[config.mk]
export PLATFORM = sky130hd
export DESIGN_NAME = fl_core_host_flat
export DESIGN_NICKNAME = d
export VERILOG_FILES = /design/src/design/fl_pkg.sv /design/src/design/fl_if.sv /design/src/design/fl_core_host.sv /design/src/flat_wrapper.sv
export SDC_FILE = /design/constraint.sdc
export NUM_CORES = 1
export LEC_CHECK = 0
export BUFFER_PORTS_ARGS = -buffer_cell sky130_fd_sc_hd__buf_4
export CAP_MARGIN = 20
export CORE_MARGIN = 2
export CORE_UTILIZATION = 47
export CTS_CLUSTER_SIZE = 16
export DETAILED_ROUTE_END_ITERATION = 10
export GPL_TIMING_DRIVEN = 0
export PLACE_DENSITY = 0.84
export SYNTH_ARGS = -nofsm -noshare
export SYNTH_HDL_FRONTEND = slang
export SYNTH_SLANG_ARGS = --single-unit
[constraint.sdc]
create_clock -name clock -period 3.5 [get_ports clock]
set_input_delay 0.175 -clock clock [delete_from_list [all_inputs] [get_ports clock]]
set_output_delay 0.175 -clock clock [all_outputs]
set_load 0.05 [all_outputs]
[src/design/fl_pkg.sv]
// Constants shared by the flash sequencer device and the core-side end.
// Assumes one 20 MHz system clock and a synchronous active-low reset.
`default_nettype none

package fl_pkg;
   // -----------------------------------------------------------------
   // Geometry
   // -----------------------------------------------------------------
   localparam int FL_PAGE_BYTES = 512;
   localparam int FL_SECTOR_BYTES = 1024;
   localparam int FL_PAGES = FL_SECTOR_BYTES / FL_PAGE_BYTES;
   localparam int FL_AW = $clog2(FL_SECTOR_BYTES);
   localparam int FL_PAGE_AW = $clog2(FL_PAGE_BYTES);
   localparam int FL_RAM_BYTES = 256;
   localparam int FL_RAM_AW = $clog2(FL_RAM_BYTES);
   localparam logic [15:0] FL_SHORT_LIMIT = 16'h00FF;

   // -----------------------------------------------------------------
   // Values
   // -----------------------------------------------------------------
   localparam logic [7:0] FL_ERASED = 8'hFF;
   localparam logic [7:0] FL_KEY_FIRST = 8'hA5;
   localparam logic [7:0] FL_KEY_SECOND = 8'hF1;
   localparam logic [FL_PAGE_AW-1:0] FL_IDX_LAST =
      FL_PAGE_AW'(FL_PAGE_BYTES - 1);

   // -----------------------------------------------------------------
   // Enumerations
   // -----------------------------------------------------------------
   typedef enum logic [1:0] {
      FL_KEY_LOCKED = 2'b00,
      FL_KEY_HALF = 2'b01,
      FL_KEY_OPEN = 2'b10
   } fl_key_t;

   typedef enum logic [2:0] {
      FL_OP_ERASE = 3'b000,
      FL_OP_PROGRAM = 3'b001,
      FL_OP_READ_CODE = 3'b010,
      FL_OP_RAM_WRITE = 3'b011,
      FL_OP_RAM_READ = 3'b100
   } fl_op_t;

   typedef enum logic [3:0] {
      FL_H_IDLE = 4'b0000,
      FL_H_CRD = 4'b0001,
      FL_H_XRD = 4'b0010,
      FL_H_RD_WAIT = 4'b0011,
      FL_H_CTL_SET = 4'b0100,
      FL_H_KEY1 = 4'b0101,
      FL_H_KEY2 = 4'b0110,
      FL_H_TRIG = 4'b0111,
      FL_H_WAIT = 4'b1000,
      FL_H_CTL_CLR = 4'b1001
   } fl_hstate_t;
endpackage : fl_pkg

`default_nettype wire

[src/design/fl_if.sv]
// Link between the core end and the flash sequencer device.
// Assumes both ends share one clock; strobes are one-cycle pulses.
`default_nettype none

interface fl_if;
   logic ctl_we;
   logic ctl_erase_en;
   logic ctl_write_en;
   logic key_we;
   logic [7:0] key_data;
   logic xd_we;
   logic xd_re;
   logic xd_short;
   logic [15:0] xd_addr;
   logic [7:0] xd_wdata;
   logic code_re;
   logic [15:0] code_addr;
   logic [7:0] rd_data;
   logic rd_valid;
   logic refused;
   logic busy;

   modport dev (
      input ctl_we, ctl_erase_en, ctl_write_en, key_we, key_data,
      input xd_we, xd_re, xd_short, xd_addr, xd_wdata, code_re, code_addr,
      output rd_data, rd_valid, refused, busy
   );
   modport core (
      output ctl_we, ctl_erase_en, ctl_write_en, key_we, key_data,
      output xd_we, xd_re, xd_short, xd_addr, xd_wdata, code_re, code_addr,
      input rd_data, rd_valid, refused, busy
   );
endinterface : fl_if

`default_nettype wire

[src/design/fl_core_host.sv]
// Core-side end: runs erase, program and read sequences on the link.
// Assumes the device on the link answers reads one cycle after a strobe.
`default_nettype none

module fl_core_host
   import fl_pkg::*;
(
   input wire logic clock,
   input wire logic rst_n,
   fl_if.core bus,
   input wire logic cmd_valid,
   output logic cmd_ready,
   input wire fl_op_t cmd_op,
   input wire logic [15:0] cmd_addr,
   input wire logic [7:0] cmd_data,
   input wire logic cmd_short,
   output logic rsp_valid,
   output logic [7:0] rsp_data,
   output logic rsp_refused,
   output logic irq_hold
);

   fl_hstate_t state;
   fl_hstate_t next_state;
   fl_op_t op;
   logic [15:0] addr;
   logic [7:0] data;
   logic short_form;
   logic err;

   // ----------------------------------------------------------------
   // Sequence state
   // ----------------------------------------------------------------
   always_comb begin
      next_state = state;
      case (state)
         FL_H_IDLE: begin
            if (cmd_valid) begin
               case (cmd_op)
                  FL_OP_ERASE: next_state = FL_H_CTL_SET;
                  FL_OP_PROGRAM: next_state = FL_H_CRD;
                  FL_OP_READ_CODE: next_state = FL_H_CRD;
                  FL_OP_RAM_WRITE: next_state = FL_H_TRIG;
                  default: next_state = FL_H_XRD;
               endcase
            end
         end
         FL_H_CRD: begin
            if (!bus.busy) begin
               next_state = FL_H_RD_WAIT;
            end
         end
         FL_H_XRD: next_state = FL_H_RD_WAIT;
         FL_H_RD_WAIT: begin
            if (bus.rd_valid) begin
               next_state = (op == FL_OP_PROGRAM &&
                  bus.rd_data == FL_ERASED) ? FL_H_CTL_SET : FL_H_IDLE;
            end
         end
         FL_H_CTL_SET: next_state = FL_H_KEY1;
         FL_H_KEY1: next_state = FL_H_KEY2;
         FL_H_KEY2: next_state = FL_H_TRIG;
         FL_H_TRIG: begin
            next_state = (op == FL_OP_RAM_WRITE) ? FL_H_IDLE : FL_H_WAIT;
         end
         FL_H_WAIT: begin
            if (!bus.busy) begin
               next_state = FL_H_CTL_CLR;
            end
         end
         FL_H_CTL_CLR: next_state = FL_H_IDLE;
         default: next_state = FL_H_IDLE;
      endcase
   end

   always_ff @(posedge clock) begin
      if (!rst_n) begin
         state <= FL_H_IDLE;
      end else begin
         state <= next_state;
      end
   end

   // ----------------------------------------------------------------
   // Command capture
   // ----------------------------------------------------------------
   always_ff @(posedge clock) begin
      if (!rst_n) begin
         op <= FL_OP_ERASE;
         addr <= '0;
         data <= '0;
         short_form <= 1'b0;
      end else if (state == FL_H_IDLE && cmd_valid) begin
         op <= cmd_op;
         addr <= cmd_addr;
         data <= cmd_data;
         short_form <= cmd_short;
      end
   end

   // A refusal pulse lands in the first wait cycle; keep it sticky.
   always_ff @(posedge clock) begin
      if (!rst_n) begin
         err <= 1'b0;
      end else if (state == FL_H_IDLE) begin
         err <= 1'b0;
      end else if (bus.refused) begin
         err <= 1'b1;
      end
   end

   // Interrupts stay masked across any flash-modifying sequence
   always_ff @(posedge clock) begin
      if (!rst_n) begin
         irq_hold <= 1'b0;
      end else begin
         irq_hold <= (next_state != FL_H_IDLE) &&
            ((next_state == FL_H_CTL_SET) || (state != FL_H_IDLE &&
            (op == FL_OP_ERASE || op == FL_OP_PROGRAM)));
      end
   end

   // ----------------------------------------------------------------
   // Response
   // ----------------------------------------------------------------
   always_ff @(posedge clock) begin
      if (!rst_n) begin
         rsp_valid <= 1'b0;
         rsp_data <= '0;
         rsp_refused <= 1'b0;
      end else begin
         rsp_valid <= 1'b0;
         if (state == FL_H_RD_WAIT && bus.rd_valid &&
               next_state == FL_H_IDLE) begin
            rsp_valid <= 1'b1;
            rsp_data <= bus.rd_data;
            rsp_refused <= (op == FL_OP_PROGRAM);
         end else if (state == FL_H_CTL_CLR ||
               (state == FL_H_TRIG && op == FL_OP_RAM_WRITE)) begin
            rsp_valid <= 1'b1;
            rsp_data <= '0;
            rsp_refused <= err || bus.refused;
         end
      end
   end

   // ----------------------------------------------------------------
   // Link drive
   // ----------------------------------------------------------------
   assign cmd_ready = (state == FL_H_IDLE);
   assign bus.ctl_we = (state == FL_H_CTL_SET) ||
      (state == FL_H_CTL_CLR);
   assign bus.ctl_erase_en = (state == FL_H_CTL_SET) &&
      (op == FL_OP_ERASE);
   assign bus.ctl_write_en = (state == FL_H_CTL_SET);
   assign bus.key_we = (state == FL_H_KEY1) || (state == FL_H_KEY2);
   assign bus.key_data = (state == FL_H_KEY1) ?
      FL_KEY_FIRST : FL_KEY_SECOND;
   assign bus.xd_we = (state == FL_H_TRIG);
   assign bus.xd_re = (state == FL_H_XRD);
   assign bus.xd_short = short_form;
   assign bus.xd_addr = addr;
   assign bus.xd_wdata = data;
   assign bus.code_re = (state == FL_H_CRD);
   assign bus.code_addr = addr;

endmodule : fl_core_host

`default_nettype wire

[src/flat_wrapper.sv]
// flat-port wrapper written by rule: the top's interface ports become plain ports
module fl_core_host_flat import fl_pkg::*;
  (clock, rst_n, cmd_valid, cmd_ready, cmd_op, cmd_addr, cmd_data, cmd_short, rsp_valid, rsp_data, rsp_refused, irq_hold, bus_ctl_we, bus_ctl_erase_en, bus_ctl_write_en, bus_key_we, bus_key_data, bus_xd_we, bus_xd_re, bus_xd_short, bus_xd_addr, bus_xd_wdata, bus_code_re, bus_code_addr, bus_rd_data, bus_rd_valid, bus_refused, bus_busy);
  fl_if bus_i ();
  input wire logic clock;
  input wire logic rst_n;
  input wire logic cmd_valid;
  output logic cmd_ready;
  input wire fl_op_t cmd_op;
  input wire logic [15:0] cmd_addr;
  input wire logic [7:0] cmd_data;
  input wire logic cmd_short;
  output logic rsp_valid;
  output logic [7:0] rsp_data;
  output logic rsp_refused;
  output logic irq_hold;
  output wire logic [$bits(bus_i.ctl_we)-1:0] bus_ctl_we;
  output wire logic [$bits(bus_i.ctl_erase_en)-1:0] bus_ctl_erase_en;
  output wire logic [$bits(bus_i.ctl_write_en)-1:0] bus_ctl_write_en;
  output wire logic [$bits(bus_i.key_we)-1:0] bus_key_we;
  output wire logic [$bits(bus_i.key_data)-1:0] bus_key_data;
  output wire logic [$bits(bus_i.xd_we)-1:0] bus_xd_we;
  output wire logic [$bits(bus_i.xd_re)-1:0] bus_xd_re;
  output wire logic [$bits(bus_i.xd_short)-1:0] bus_xd_short;
  output wire logic [$bits(bus_i.xd_addr)-1:0] bus_xd_addr;
  output wire logic [$bits(bus_i.xd_wdata)-1:0] bus_xd_wdata;
  output wire logic [$bits(bus_i.code_re)-1:0] bus_code_re;
  output wire logic [$bits(bus_i.code_addr)-1:0] bus_code_addr;
  input wire logic [$bits(bus_i.rd_data)-1:0] bus_rd_data;
  input wire logic [$bits(bus_i.rd_valid)-1:0] bus_rd_valid;
  input wire logic [$bits(bus_i.refused)-1:0] bus_refused;
  input wire logic [$bits(bus_i.busy)-1:0] bus_busy;
  assign bus_ctl_we = bus_i.ctl_we;
  assign bus_ctl_erase_en = bus_i.ctl_erase_en;
  assign bus_ctl_write_en = bus_i.ctl_write_en;
  assign bus_key_we = bus_i.key_we;
  assign bus_key_data = bus_i.key_data;
  assign bus_xd_we = bus_i.xd_we;
  assign bus_xd_re = bus_i.xd_re;
  assign bus_xd_short = bus_i.xd_short;
  assign bus_xd_addr = bus_i.xd_addr;
  assign bus_xd_wdata = bus_i.xd_wdata;
  assign bus_code_re = bus_i.code_re;
  assign bus_code_addr = bus_i.code_addr;
  assign bus_i.rd_data = bus_rd_data;
  assign bus_i.rd_valid = bus_rd_valid;
  assign bus_i.refused = bus_refused;
  assign bus_i.busy = bus_busy;
  fl_core_host u_core (.clock(clock), .rst_n(rst_n), .bus(bus_i), .cmd_valid(cmd_valid), .cmd_ready(cmd_ready), .cmd_op(cmd_op), .cmd_addr(cmd_addr), .cmd_data(cmd_data), .cmd_short(cmd_short), .rsp_valid(rsp_valid), .rsp_data(rsp_data), .rsp_refused(rsp_refused), .irq_hold(irq_hold));
endmodule
# After elaboration in Yosys (flattened, before gate mapping)
# Cells that the tools add are included.
# totals
elab_cells	65
out_inout_bits	68
reg_bits	44
# classes
mux	15
bitwise	1
n_eq_ne	16
reduce_logical	23
# op_table
operator	count
one-hot mux 4 bit (9 select lines)	1
== test 4 x 3 -> 1 bit (second input constant)	5
two-way mux 4 bit	5
two-way mux 8 bit	2
== test 3 x 2 -> 1 bit (second input constant)	3
one-hot mux 3 bit (3 select lines)	1
== test 4 x 2 -> 1 bit (second input constant)	2
== test 4 bit (second input constant)	2
== test 8 bit (second input constant)	1
logical AND 1 bit	8
zero test 4 bit	2
nonzero test 4 bit	2
two-way mux 7 bit	1
== test 3 x 1 -> 1 bit (second input constant)	2
zero test 3 bit	2
logical OR 1 bit	6
== test 4 x 1 -> 1 bit (second input constant)	1
two-way mux 1 bit	4
OR reduction 2 bit	2
two-way mux 3 bit	1
nonzero test 2 bit	1
inverter 1 bit	1

# Depth between registers and ports, before layout
# Gate-level depths: netlist of the first run.
# logic_depth
word_depth	8
ltp_mapped	7
depth_no_buf	5

# Least setup slack after synthesis of the first run
# No wires, ideal clock.
# synth_timing
path_type	register -> output
startpoint	register u_core.state[0]
endpoint	output bus_ctl_erase_en
arrival_time_ns	3.470
setup_slack_ns	-0.145
path_stages_with_launch	5
path_cell_list	dfxtp_1 > buf_2 > clkbuf_1 > nor3_1 > nor4b_1
# synth_via
elab_chain_cells	2
# synth_lines
item	line_no	text
start, declared	fl_core_host.sv:23	fl_hstate_t state;
start signal, assigned	fl_core_host.sv:80	state <= next_state;
== test 4 x 3 -> 1 bit	-	
net bus_ctl_write_en	flat_wrapper.sv:19	output wire logic [$bits(bus_i.ctl_write_en)-1:0] bus_ctl_write_en;
logical AND 1 bit	fl_core_host.sv:153	assign bus.ctl_erase_en = (state == FL_H_CTL_SET) &&
end, declared	flat_wrapper.sv:18	output wire logic [$bits(bus_i.ctl_erase_en)-1:0] bus_ctl_erase_en;
# The timed path passes the listed nets, and every way through them passes these cells.

# Worst setup path after layout of the first run
# layout_timing
startpoint	register u_core.state[0]
endpoint	register u_core.irq_hold
# layout_via
elab_chain_cells	5
word_cells_on_any_way	20
cone_classes	9 x eq/ne; 5 x mux; 6 x reduce/logical
# layout_lines
item	line_no	text
== test 4 bit, or another cell as far along	fl_core_host.sv:36	case (state)
one-hot mux 4 bit (9 select lines)	fl_core_host.sv:36	
== test 4 x 3 -> 1 bit	fl_core_host.sv:118	((next_state == FL_H_CTL_SET) || (state != FL_H_IDLE &&
logical OR 1 bit	fl_core_host.sv:118	
logical AND 1 bit *	fl_core_host.sv:117	irq_hold <= (next_state != FL_H_IDLE) &&
end signal, assigned	fl_core_host.sv:117	
end, declared	fl_core_host.sv:20	output logic irq_hold
# Every way passes the cells marked *; elsewhere a longest branch is shown, timed or not.
# A chain may end at the register's enable or synchronous reset.

==> results of run 1 <==
-- worst min-delay path, stage by stage --
cell	delay [ns]
buf_4	0.08
nor2_1	0.03
nor2_1	0.08
-- power by group through the flow --
| stage | clock network [mW] | logic [mW] | registers (mW) |
|---|---|---|---|
| 2_1_floorplan | 0 | 0.318 | 0.706 |
| 3_3_place_gp | 0 | 0.614 | 0.585 |
| 5_1_grt | 0.364 | 0.664 | 0.581 |
| 4_1_cts | 0.348 | 0.626 | 0.576 |
| 6_report | 0.340 | 0.624 | 0.576 |
| 3_5_place_dp | 0 | 0.623 | 0.587 |
-- cell families (layout without fill, tap and decap cells) --
logic type,count (synthesis),count (layout),synth area share
multiplexers,2,2,0.01128
buffers and inverters,39,151,0.1190
other,2,5,0.003761
AO/OA/AOI/OAI,49,49,0.1535
AND/OR/NAND/NOR,110,110,0.2713
flip-flops,44,44,0.4411
-- sequential cells by signal, summed over array words and instances (netlist names) --
signal                count
u_core.state              4
u_core.op                 3
u_core.bus.xd_wdata       8
u_core.bus.xd_short       1
u_core.rsp_data           8
u_core.rsp_refused        1
u_core.bus.code_addr     16
u_core.err                1
u_core.irq_hold           1
u_core.rsp_valid          1
-- worst max-delay path by stage --
| stage | to | cells past startpoint |
|---|---|---|
| detailed placement | u_core.irq_hold | 6 |
| CTS | u_core.irq_hold | 6 |
| global placement | u_core.irq_hold | 6 |
| floorplan | bus_ctl_erase_en | 4 |
| global route | u_core.irq_hold | 6 |
| finish | u_core.irq_hold | 6 |
-- cells in the final DEF (no fill, tap or decap), drive strengths merged --
cell type	instances
nand3	2
or3b	1
clkinv	1
buf	133
a2111oi	1
a211oi	3
and3	3
dfxtp	44
inv	1
mux2	2
conb	5
and2b	1
nor2	18
nor4	4
o21ai	1
a2bb2oi	1
clkbuf	14
and2	1
nand2b	6
o22a	1
o22ai	1
a22oi	9
nor4b	2
nand2	58
nor3	6
a21o	1
nor2b	2
or2	1
clkinvlp	2
nand3b	2
a311oi	1
a21oi	30
nand4	3
-- metal layers --
layer	routed length, um	vias up	global-route usage
met5	0	-	0
met4	54	0	0.07190
met3	347	6	0.05233
met2	2614	72	0.3782
met1	2291	947	0.2688
li1	-	1029	-
-- area by class of cell --
class	count	share of cell area
Tap cell	50	0.02117
Inverter	2	0.002540
Clock inverter	2	0.005080
Timing Repair Buffer	104	0.2642
Clock buffer	6	0.02794
Multi-Input combinational cell	166	0.3031
Buffer	37	0.07790
Sequential cell	44	0.2981
==> results.json, run 1 <==
{
  "place_congestion": 0.9049,
  "ios": 110,
  "ys_async_sr_fraction": 0,
  "grt_setup_unrepaired": "no",
  "grt_pass1_vias": 1874,
  "clock-root-buffer": "clkbuf_8",
  "grt_pass1_wl_um": 8528,
  "p_total_mw": 1.539,
  "cts_tree": "yes",
  "antenna_found_initial": 0,
  "cp_num_buf_inv": 1,
  "area_delta_synth_final_pct": 47.99,
  "hold_viol": 0,
  "max_freq_mhz": 488.9,
  "syn_area_per_cell_um2": 8.118,
  "r2r.worst_path.cells": 6,
  "dp.cells": 403,
  "yosysSeqAreaShare": 0.4411,
  "worstHoldPathType": "in -> reg",
  "path_delay_family": "simple AND/OR/NAND/NOR gates",
  "die_h_um": 69.18,
  "relSlewSlack": 0.5800,
  "first_pass_iters": 5,
  "syn_inst": 246,
  "clkLatencyLatePin_ns": 0.30,
  "ys_top_cells_by_count": "nand2_1 (58), dfxtp_1 (44), a21oi_1 (30)",
  "yosysMostFrequentCell": "nand2_1",
  "drv_cap": 0,
  "power_frac_clock": 0.221,
  "vias_per_cell": 4.998,
  "drive_gt1_frac": 0.4238,
  "status": "completed",
  "synth_area_leaders": "dfxtp_1 (44%), nand2_1 (11%), buf_4 (8.3%)",
  "ys_warn_count": 0,
  "fin_crit_sh": 0.5844,
  "overflow": 0,
  "start_util": 0.4921,
  "stdcell_count": 411,
  "drv_slew": 0,
  "num_vias": 2054,
  "postCtsSetupBuffers": 0,
  "grt_max_degree": 15,
  "port_buffers": 104,
  "grt.total_usage": 0.2194,
  "synth_top_area_share": 0.4411,
  "fin_area_mm2": 0.002955,
  "cts_max_level": 2,
  "final_nets": 402,
  "ctsHoldBuffers": 0,
  "place_hpwl_um": 3986,
  "p_sw_frac": 0.4047,
  "combinationalPowerShare": 0.405,
  "drt_wl_total_um": 5307,
  "r2r_start": "u_core.state[0]",
  "fin_skew_ns": 0.007231,
  "seq_area_um2": 880.8,
  "die_area_mm2": 0.004786,
  "cts_buffers": 5,
  "p_int_mw": 0.9162,
  "ctsResizeCount": 0,
  "critPathCaptureType": "register",
  "slowest_stage": "nor4_2",
  "core_area_mm2": 0.004058,
  "cts_buffer_depth": 2,
  "yosysTopAreaCell": "dfxtp_1",
  "worstPathMaxFanout": 10,
  "rows": 23,
  "crit_chain": "buf_2 > nor4_2 > nand2_1 > o22a_1 > nand3_1 > mux2_2",
  "critPathMaxStageDelay_ns": 0.43,
  "reg2reg_setup_slack_ns": 1.45,
  "crit_arrival_ns": 2.24,
  "p_leak_nw": 1.393,
  "p_seq_frac": 0.374,
  "wire_per_inst_um": 12.91,
  "switchingPower_mw": 0.6229,
  "syn_area_mm2": 0.001997,
  "die_w_um": 69.18,
  "worstHoldEndpoint": "u_core.err",
  "synth_ff_type": "dfxtp_1",
  "utilization": 0.7283,
  "required_ns": 3.69,
  "fin_ws_ns": 1.455,
  "synth_edf_count": 0,
  "min_period_ns": 2.045,
  "cts_sinks": 44,
  "ant_nets": 0,
  "power_density_mw_per_mm2": 520.8,
  "hold_ws_ns": 0.1056,
  "dp_slack_ns": 1.459,
  "whs_path_depth": 3,
  "ys_seq_elements": 44,
  "ys_types": 36,
  "drt-initial-drc-count": 121,
  "clkTransAtPathRegs_ns": 0.08,
  "setup_viol": 0,
  "drc": 0,
  "min-delay-start": "bus_refused",
  "multi_input_area_um2": 895.9,
  "crit_type": "reg -> reg",
  "worst_r2r_endpoint": "u_core.irq_hold",
  "cp-start-kind": "register",
  "antenna-diode-count": 0,
  "tightest_slew_ns": 0.6213,
  "startpoint": "u_core.state[0]",
  "peakVddDrop_v": 0.0003081,
  "place_area_mm2": 0.002858,
  "tns_ns": 0,
  "num-fill-cells": 352
}
No activity file was read; power rests on OpenSTA's default activity.
==> inputs of run 2 (changes only) <==
Settings changed: CORE_UTILIZATION 47 to 44, PLACE_DENSITY 0.84 to 0.79.
Clock period 3.5 ns to 2.1 ns, I/O delays scaled along.
==> results.json, run 2 (synthesis gave the netlist of run 1 again) <==
{
  "cts_sinks": 44,
  "die_area_mm2": 0.005093,
  "tns_ns": 0,
  "clock-root-buffer": "clkbuf_8",
  "die_h_um": 71.37,
  "fin_crit_sh": 0.9279,
  "setup_viol": 0,
  "status": "completed",
  "crit_chain": "or3b_4 > nor4_4 > a2bb2oi_4 > and2b_2 > a2111oi_2",
  "cts_tree": "yes",
  "dp_slack_ns": 0.06078,
  "crit_type": "reg -> reg",
  "required_ns": 2.27,
  "min_period_ns": 1.949,
  "rows": 24,
  "hold_ws_ns": 0.03468,
  "cp-start-kind": "register",
  "worstPathMaxFanout": 10,
  "area_delta_synth_final_pct": 52.57,
  "crit_arrival_ns": 2.12,
  "overflow": 0,
  "vias_per_cell": 4.932,
  "place_hpwl_um": 3859,
  "core_area_mm2": 0.004354,
  "relSlewSlack": 0.6543,
  "dp.cells": 405,
  "place_area_mm2": 0.002908,
  "peakVddDrop_v": 0.0004782,
  "fin_skew_ns": 0.003712,
  "drt_wl_total_um": 5065,
  "grt_pass1_wl_um": 8010,
  "cts_buffers": 5,
  "p_leak_nw": 1.432,
  "mostFrequentLayoutCells": "buf_4 (126), nand2_1 (57), dfxtp_1 (44)",
  "start_util": 0.4586,
  "hold_viol": 0,
  "final_nets": 402,
  "grt_pass1_vias": 1836,
  "grt_max_degree": 14,
  "first_pass_iters": 4,
  "drv_cap": 0,
  "drc": 0,
  "wire_per_inst_um": 12.26,
  "fin_ws_ns": 0.1513,
  "power_density_mw_per_mm2": 891.4,
  "grt_setup_unrepaired": "no",
  "max_freq_mhz": 513.2,
  "final_common_cell": "buf_4",
  "die_w_um": 71.37,
  "port_buffers": 104,
  "antenna-diode-count": 0,
  "drv_slew": 0,
  "num_vias": 2037,
  "slowest_stage": "or3b_4",
  "critPathMaxStageDelay_ns": 0.44,
  "stdcell_count": 413,
  "grt.total_usage": 0.1971,
  "largest_reg_flops": 16,
  "cts_max_level": 2,
  "tightest_slew_ns": 0.5114,
  "place_congestion": 0.7886,
  "ant_nets": 0,
  "drt-initial-drc-count": 67,
  "clkLatencyLatePin_ns": 0.29,
  "antenna_found_initial": 0,
  "cts_buffer_depth": 2,
  "drive_gt1_frac": 0.4321,
  "ios": 110,
  "clkTransAtPathRegs_ns": 0.08,
  "worstHoldPathType": "in -> reg",
  "ctsHoldBuffers": 0,
  "fin_area_mm2": 0.003047,
  "critPathCaptureType": "register"
}
[run 2: what timing repair did]
item	CTS	global route
endpoints found under the setup margin	0	6
buffers inserted	0	0
resized for setup	0	3
[run 2: critical path, delay by kind of cell (launching register included)]
family	cells	cell delay, ns
flops	1	0.42
simple gates	3	1.06
compound gates	2	0.34
[run 2: area by class of cell]
cell class              count  area (um^2)
fillers                   369         1308
multi-input cells         166        942.2
flip-flops and latches     44        880.8
repair buffers            104        780.7
plain buffers              37        244.0
clock buffers               7        96.34
well taps                  52        65.06
clock inverters             1        30.03
inverters                   2        7.507
[run 2: worst paths after layout]
kind | startpoint | end | slack, ns | depth (start not counted)
worst min-delay path | bus_refused | u_core.err | 0.03 | 3
worst min register to register | u_core.bus.xd_wdata[7] | u_core.bus.xd_wdata[7] | 0.46 | 2
worst max-delay path | u_core.op[0] | u_core.rsp_refused | 0.15 | 5
worst max register to register | u_core.op[0] | u_core.rsp_refused | 0.15 | 5
[run 2: per-stage QoR]
stage / power [mW] / util
after global placement: 2.026 / 0.6678
after detailed placement: 2.041 / 0.6678
after CTS: 2.732 / 0.6968
final: 2.716 / 0.6997
after global routing: 2.835 / 0.6997
after floorplan: 1.732 / -
[run 2: power breakdown]
part	internal [mW]	switching (mW)
sequential	0.912	0.0537
clock	0.419	0.275
combinational	0.364	0.692
[run 2: metal layers]
metal  global-route usage  part of all wire  vias to the layer above
met2               0.3302              0.46                       93
met3              0.07314              0.11                        4
li1                     -                 -                     1029
met5                    0                 0                        -
met1               0.2325              0.42                      911
met4              0.06709             0.010                        0
==> inputs of run 3 (changes only) <==
Settings changed: CORE_ASPECT_RATIO set to 0.8.
==> results.json, run 3 (synthesis gave the netlist of run 1 again) <==
{
  "drv_cap": 0,
  "final_common_cell": "buf_4",
  "peakVddDrop_v": 0.0006073,
  "crit_chain": "buf_2 > clkbuf_2 > mux2_2 > nor2_1 > buf_4",
  "critPathMaxStageDelay_ns": 0.37,
  "clkLatencyLatePin_ns": 0.30,
  "drv_slew": 0,
  "drt_wl_total_um": 5231,
  "first_pass_iters": 4,
  "fin_crit_sh": 0.9007,
  "worstHoldPathType": "in -> reg",
  "drt-initial-drc-count": 104,
  "tns_ns": 0,
  "cts_max_level": 2,
  "largest_reg_flops": 16,
  "p_leak_nw": 1.423,
  "required_ns": 2.00,
  "slowest_stage": "mux2_2",
  "cts_tree": "yes",
  "relSlewSlack": 0.6325,
  "area_delta_synth_final_pct": 52.32,
  "grt_pass1_vias": 1841,
  "die_h_um": 64.26,
  "p_sw_frac": 0.3910,
  "mostFrequentLayoutCells": "buf_4 (126), nand2_1 (57), dfxtp_1 (44)",
  "antenna-diode-count": 0,
  "critPathCaptureType": "primary output",
  "ant_nets": 0,
  "path_delay_family": "buffers and inverters",
  "switchingPower_mw": 1.049,
  "reg2reg_setup_slack_ns": 0.26,
  "start_util": 0.4663,
  "power_frac_clock": 0.246,
  "cts_sinks": 44,
  "r2r_start": "u_core.state[0]",
  "crit_type": "reg -> out",
  "cp-start-kind": "register",
  "wire_per_inst_um": 12.51,
  "die_area_mm2": 0.005097,
  "drive_gt1_frac": 0.4321,
  "core_area_mm2": 0.004283,
  "antenna_found_initial": 0,
  "tightest_slew_ns": 0.5436,
  "place_hpwl_um": 4057,
  "p_int_mw": 1.634,
  "place_area_mm2": 0.002914,
  "worst_r2r_endpoint": "u_core.rsp_refused",
  "num_vias": 2074,
  "postCtsSetupBuffers": 0,
  "fin_skew_ns": 0.01234,
  "grt_max_degree": 16,
  "clkTransAtPathRegs_ns": 0.09,
  "setup_viol": 0,
  "cp_num_buf_inv": 3,
  "p_seq_frac": 0.360,
  "grt.total_usage": 0.2066,
  "r2r.worst_path.cells": 6,
  "num-fill-cells": 385,
  "combinationalPowerShare": 0.394,
  "worstHoldEndpoint": "u_core.err",
  "overflow": 0,
  "fin_area_mm2": 0.003042,
  "crit_arrival_ns": 1.79,
  "utilization": 0.7102,
  "final_nets": 402,
  "place_congestion": 0.8407,
  "min-delay-start": "bus_refused",
  "grt_setup_unrepaired": "no",
  "grt_pass1_wl_um": 8355,
  "hold_ws_ns": 0.03935,
  "hold_viol": 0,
  "cts_buffer_depth": 2,
  "vias_per_cell": 4.962,
  "clock-root-buffer": "clkbuf_8",
  "min_period_ns": 1.891,
  "port_buffers": 104,
  "die_w_um": 79.32,
  "whs_path_depth": 3,
  "cts_buffers": 5,
  "power_density_mw_per_mm2": 881.9,
  "startpoint": "u_core.state[0]",
  "rows": 21,
  "status": "completed",
  "drc": 0,
  "max_freq_mhz": 528.7,
  "ios": 110,
  "worstPathMaxFanout": 10
}
[run 3: power by group through the flow]
stage	clock, mW	sequential [mW]	combinational (mW)
after floorplan	0	1.18	0.552
after global placement	0	0.981	1.05
after detailed placement	0	0.985	1.06
after CTS	0.670	0.966	1.06
after global routing	0.711	0.977	1.12
final	0.660	0.966	1.06
[run 3: tightest hold or removal path: stages]
cell and delay [ns]:
buf_4 0.08, nor2_1 0.04, nor2_1 0.09
[run 3: worst max path at each step]
| stage | endpoint | slack, ns | depth (start not counted) |
|---|---|---|---|
| 2_1_floorplan | u_core.irq_hold | 0.007 | 6 |
| 3_3_place_gp | u_core.rsp_refused | 0.05 | 5 |
| 3_5_place_dp | u_core.rsp_refused | 0.02 | 5 |
| 4_1_cts | u_core.rsp_refused | 0.04 | 5 |
| 5_1_grt | u_core.rsp_refused | 0.11 | 6 |
| 6_report | bus_ctl_we | 0.21 | 5 |
[run 3: through the flow]
step | std cells | total power, mW | setup slack [ns]
final | 418 | 2.682 | 0.2086
after global routing | 418 | 2.809 | 0.1080
after CTS | 418 | 2.696 | 0.04082
after detailed placement | 410 | 2.043 | 0.02465
after global placement | 410 | 2.029 | 0.05140
after floorplan | 249 | 1.732 | 0.007110
[run 3: area by class of cell]
class	count	area, um^2	share of cell area
multi-input combinational	166	942.2	0.3097
tap	57	71.32	0.02345
sequential	44	880.8	0.2896
clock buffer	5	68.82	0.02262
timing repair buffer	104	780.7	0.2567
inverter	2	7.507	0.002468
clock inverter	3	46.29	0.01522
buffer	37	244.0	0.08021
[run 3: per-layer routing]
metal  share of wire  up-vias  GRT usage
li1                -     1031          -
met1            0.43      940     0.2700
met2            0.45       97     0.3252
met3            0.11        6    0.06497
met4           0.011        0    0.06466
met5               0        -          0
[run 3: timing repair]
item,4_1_cts,5_1_grt
gates resized for setup,0,3
hold buffers,0,0
endpoints found under the setup margin,0,10
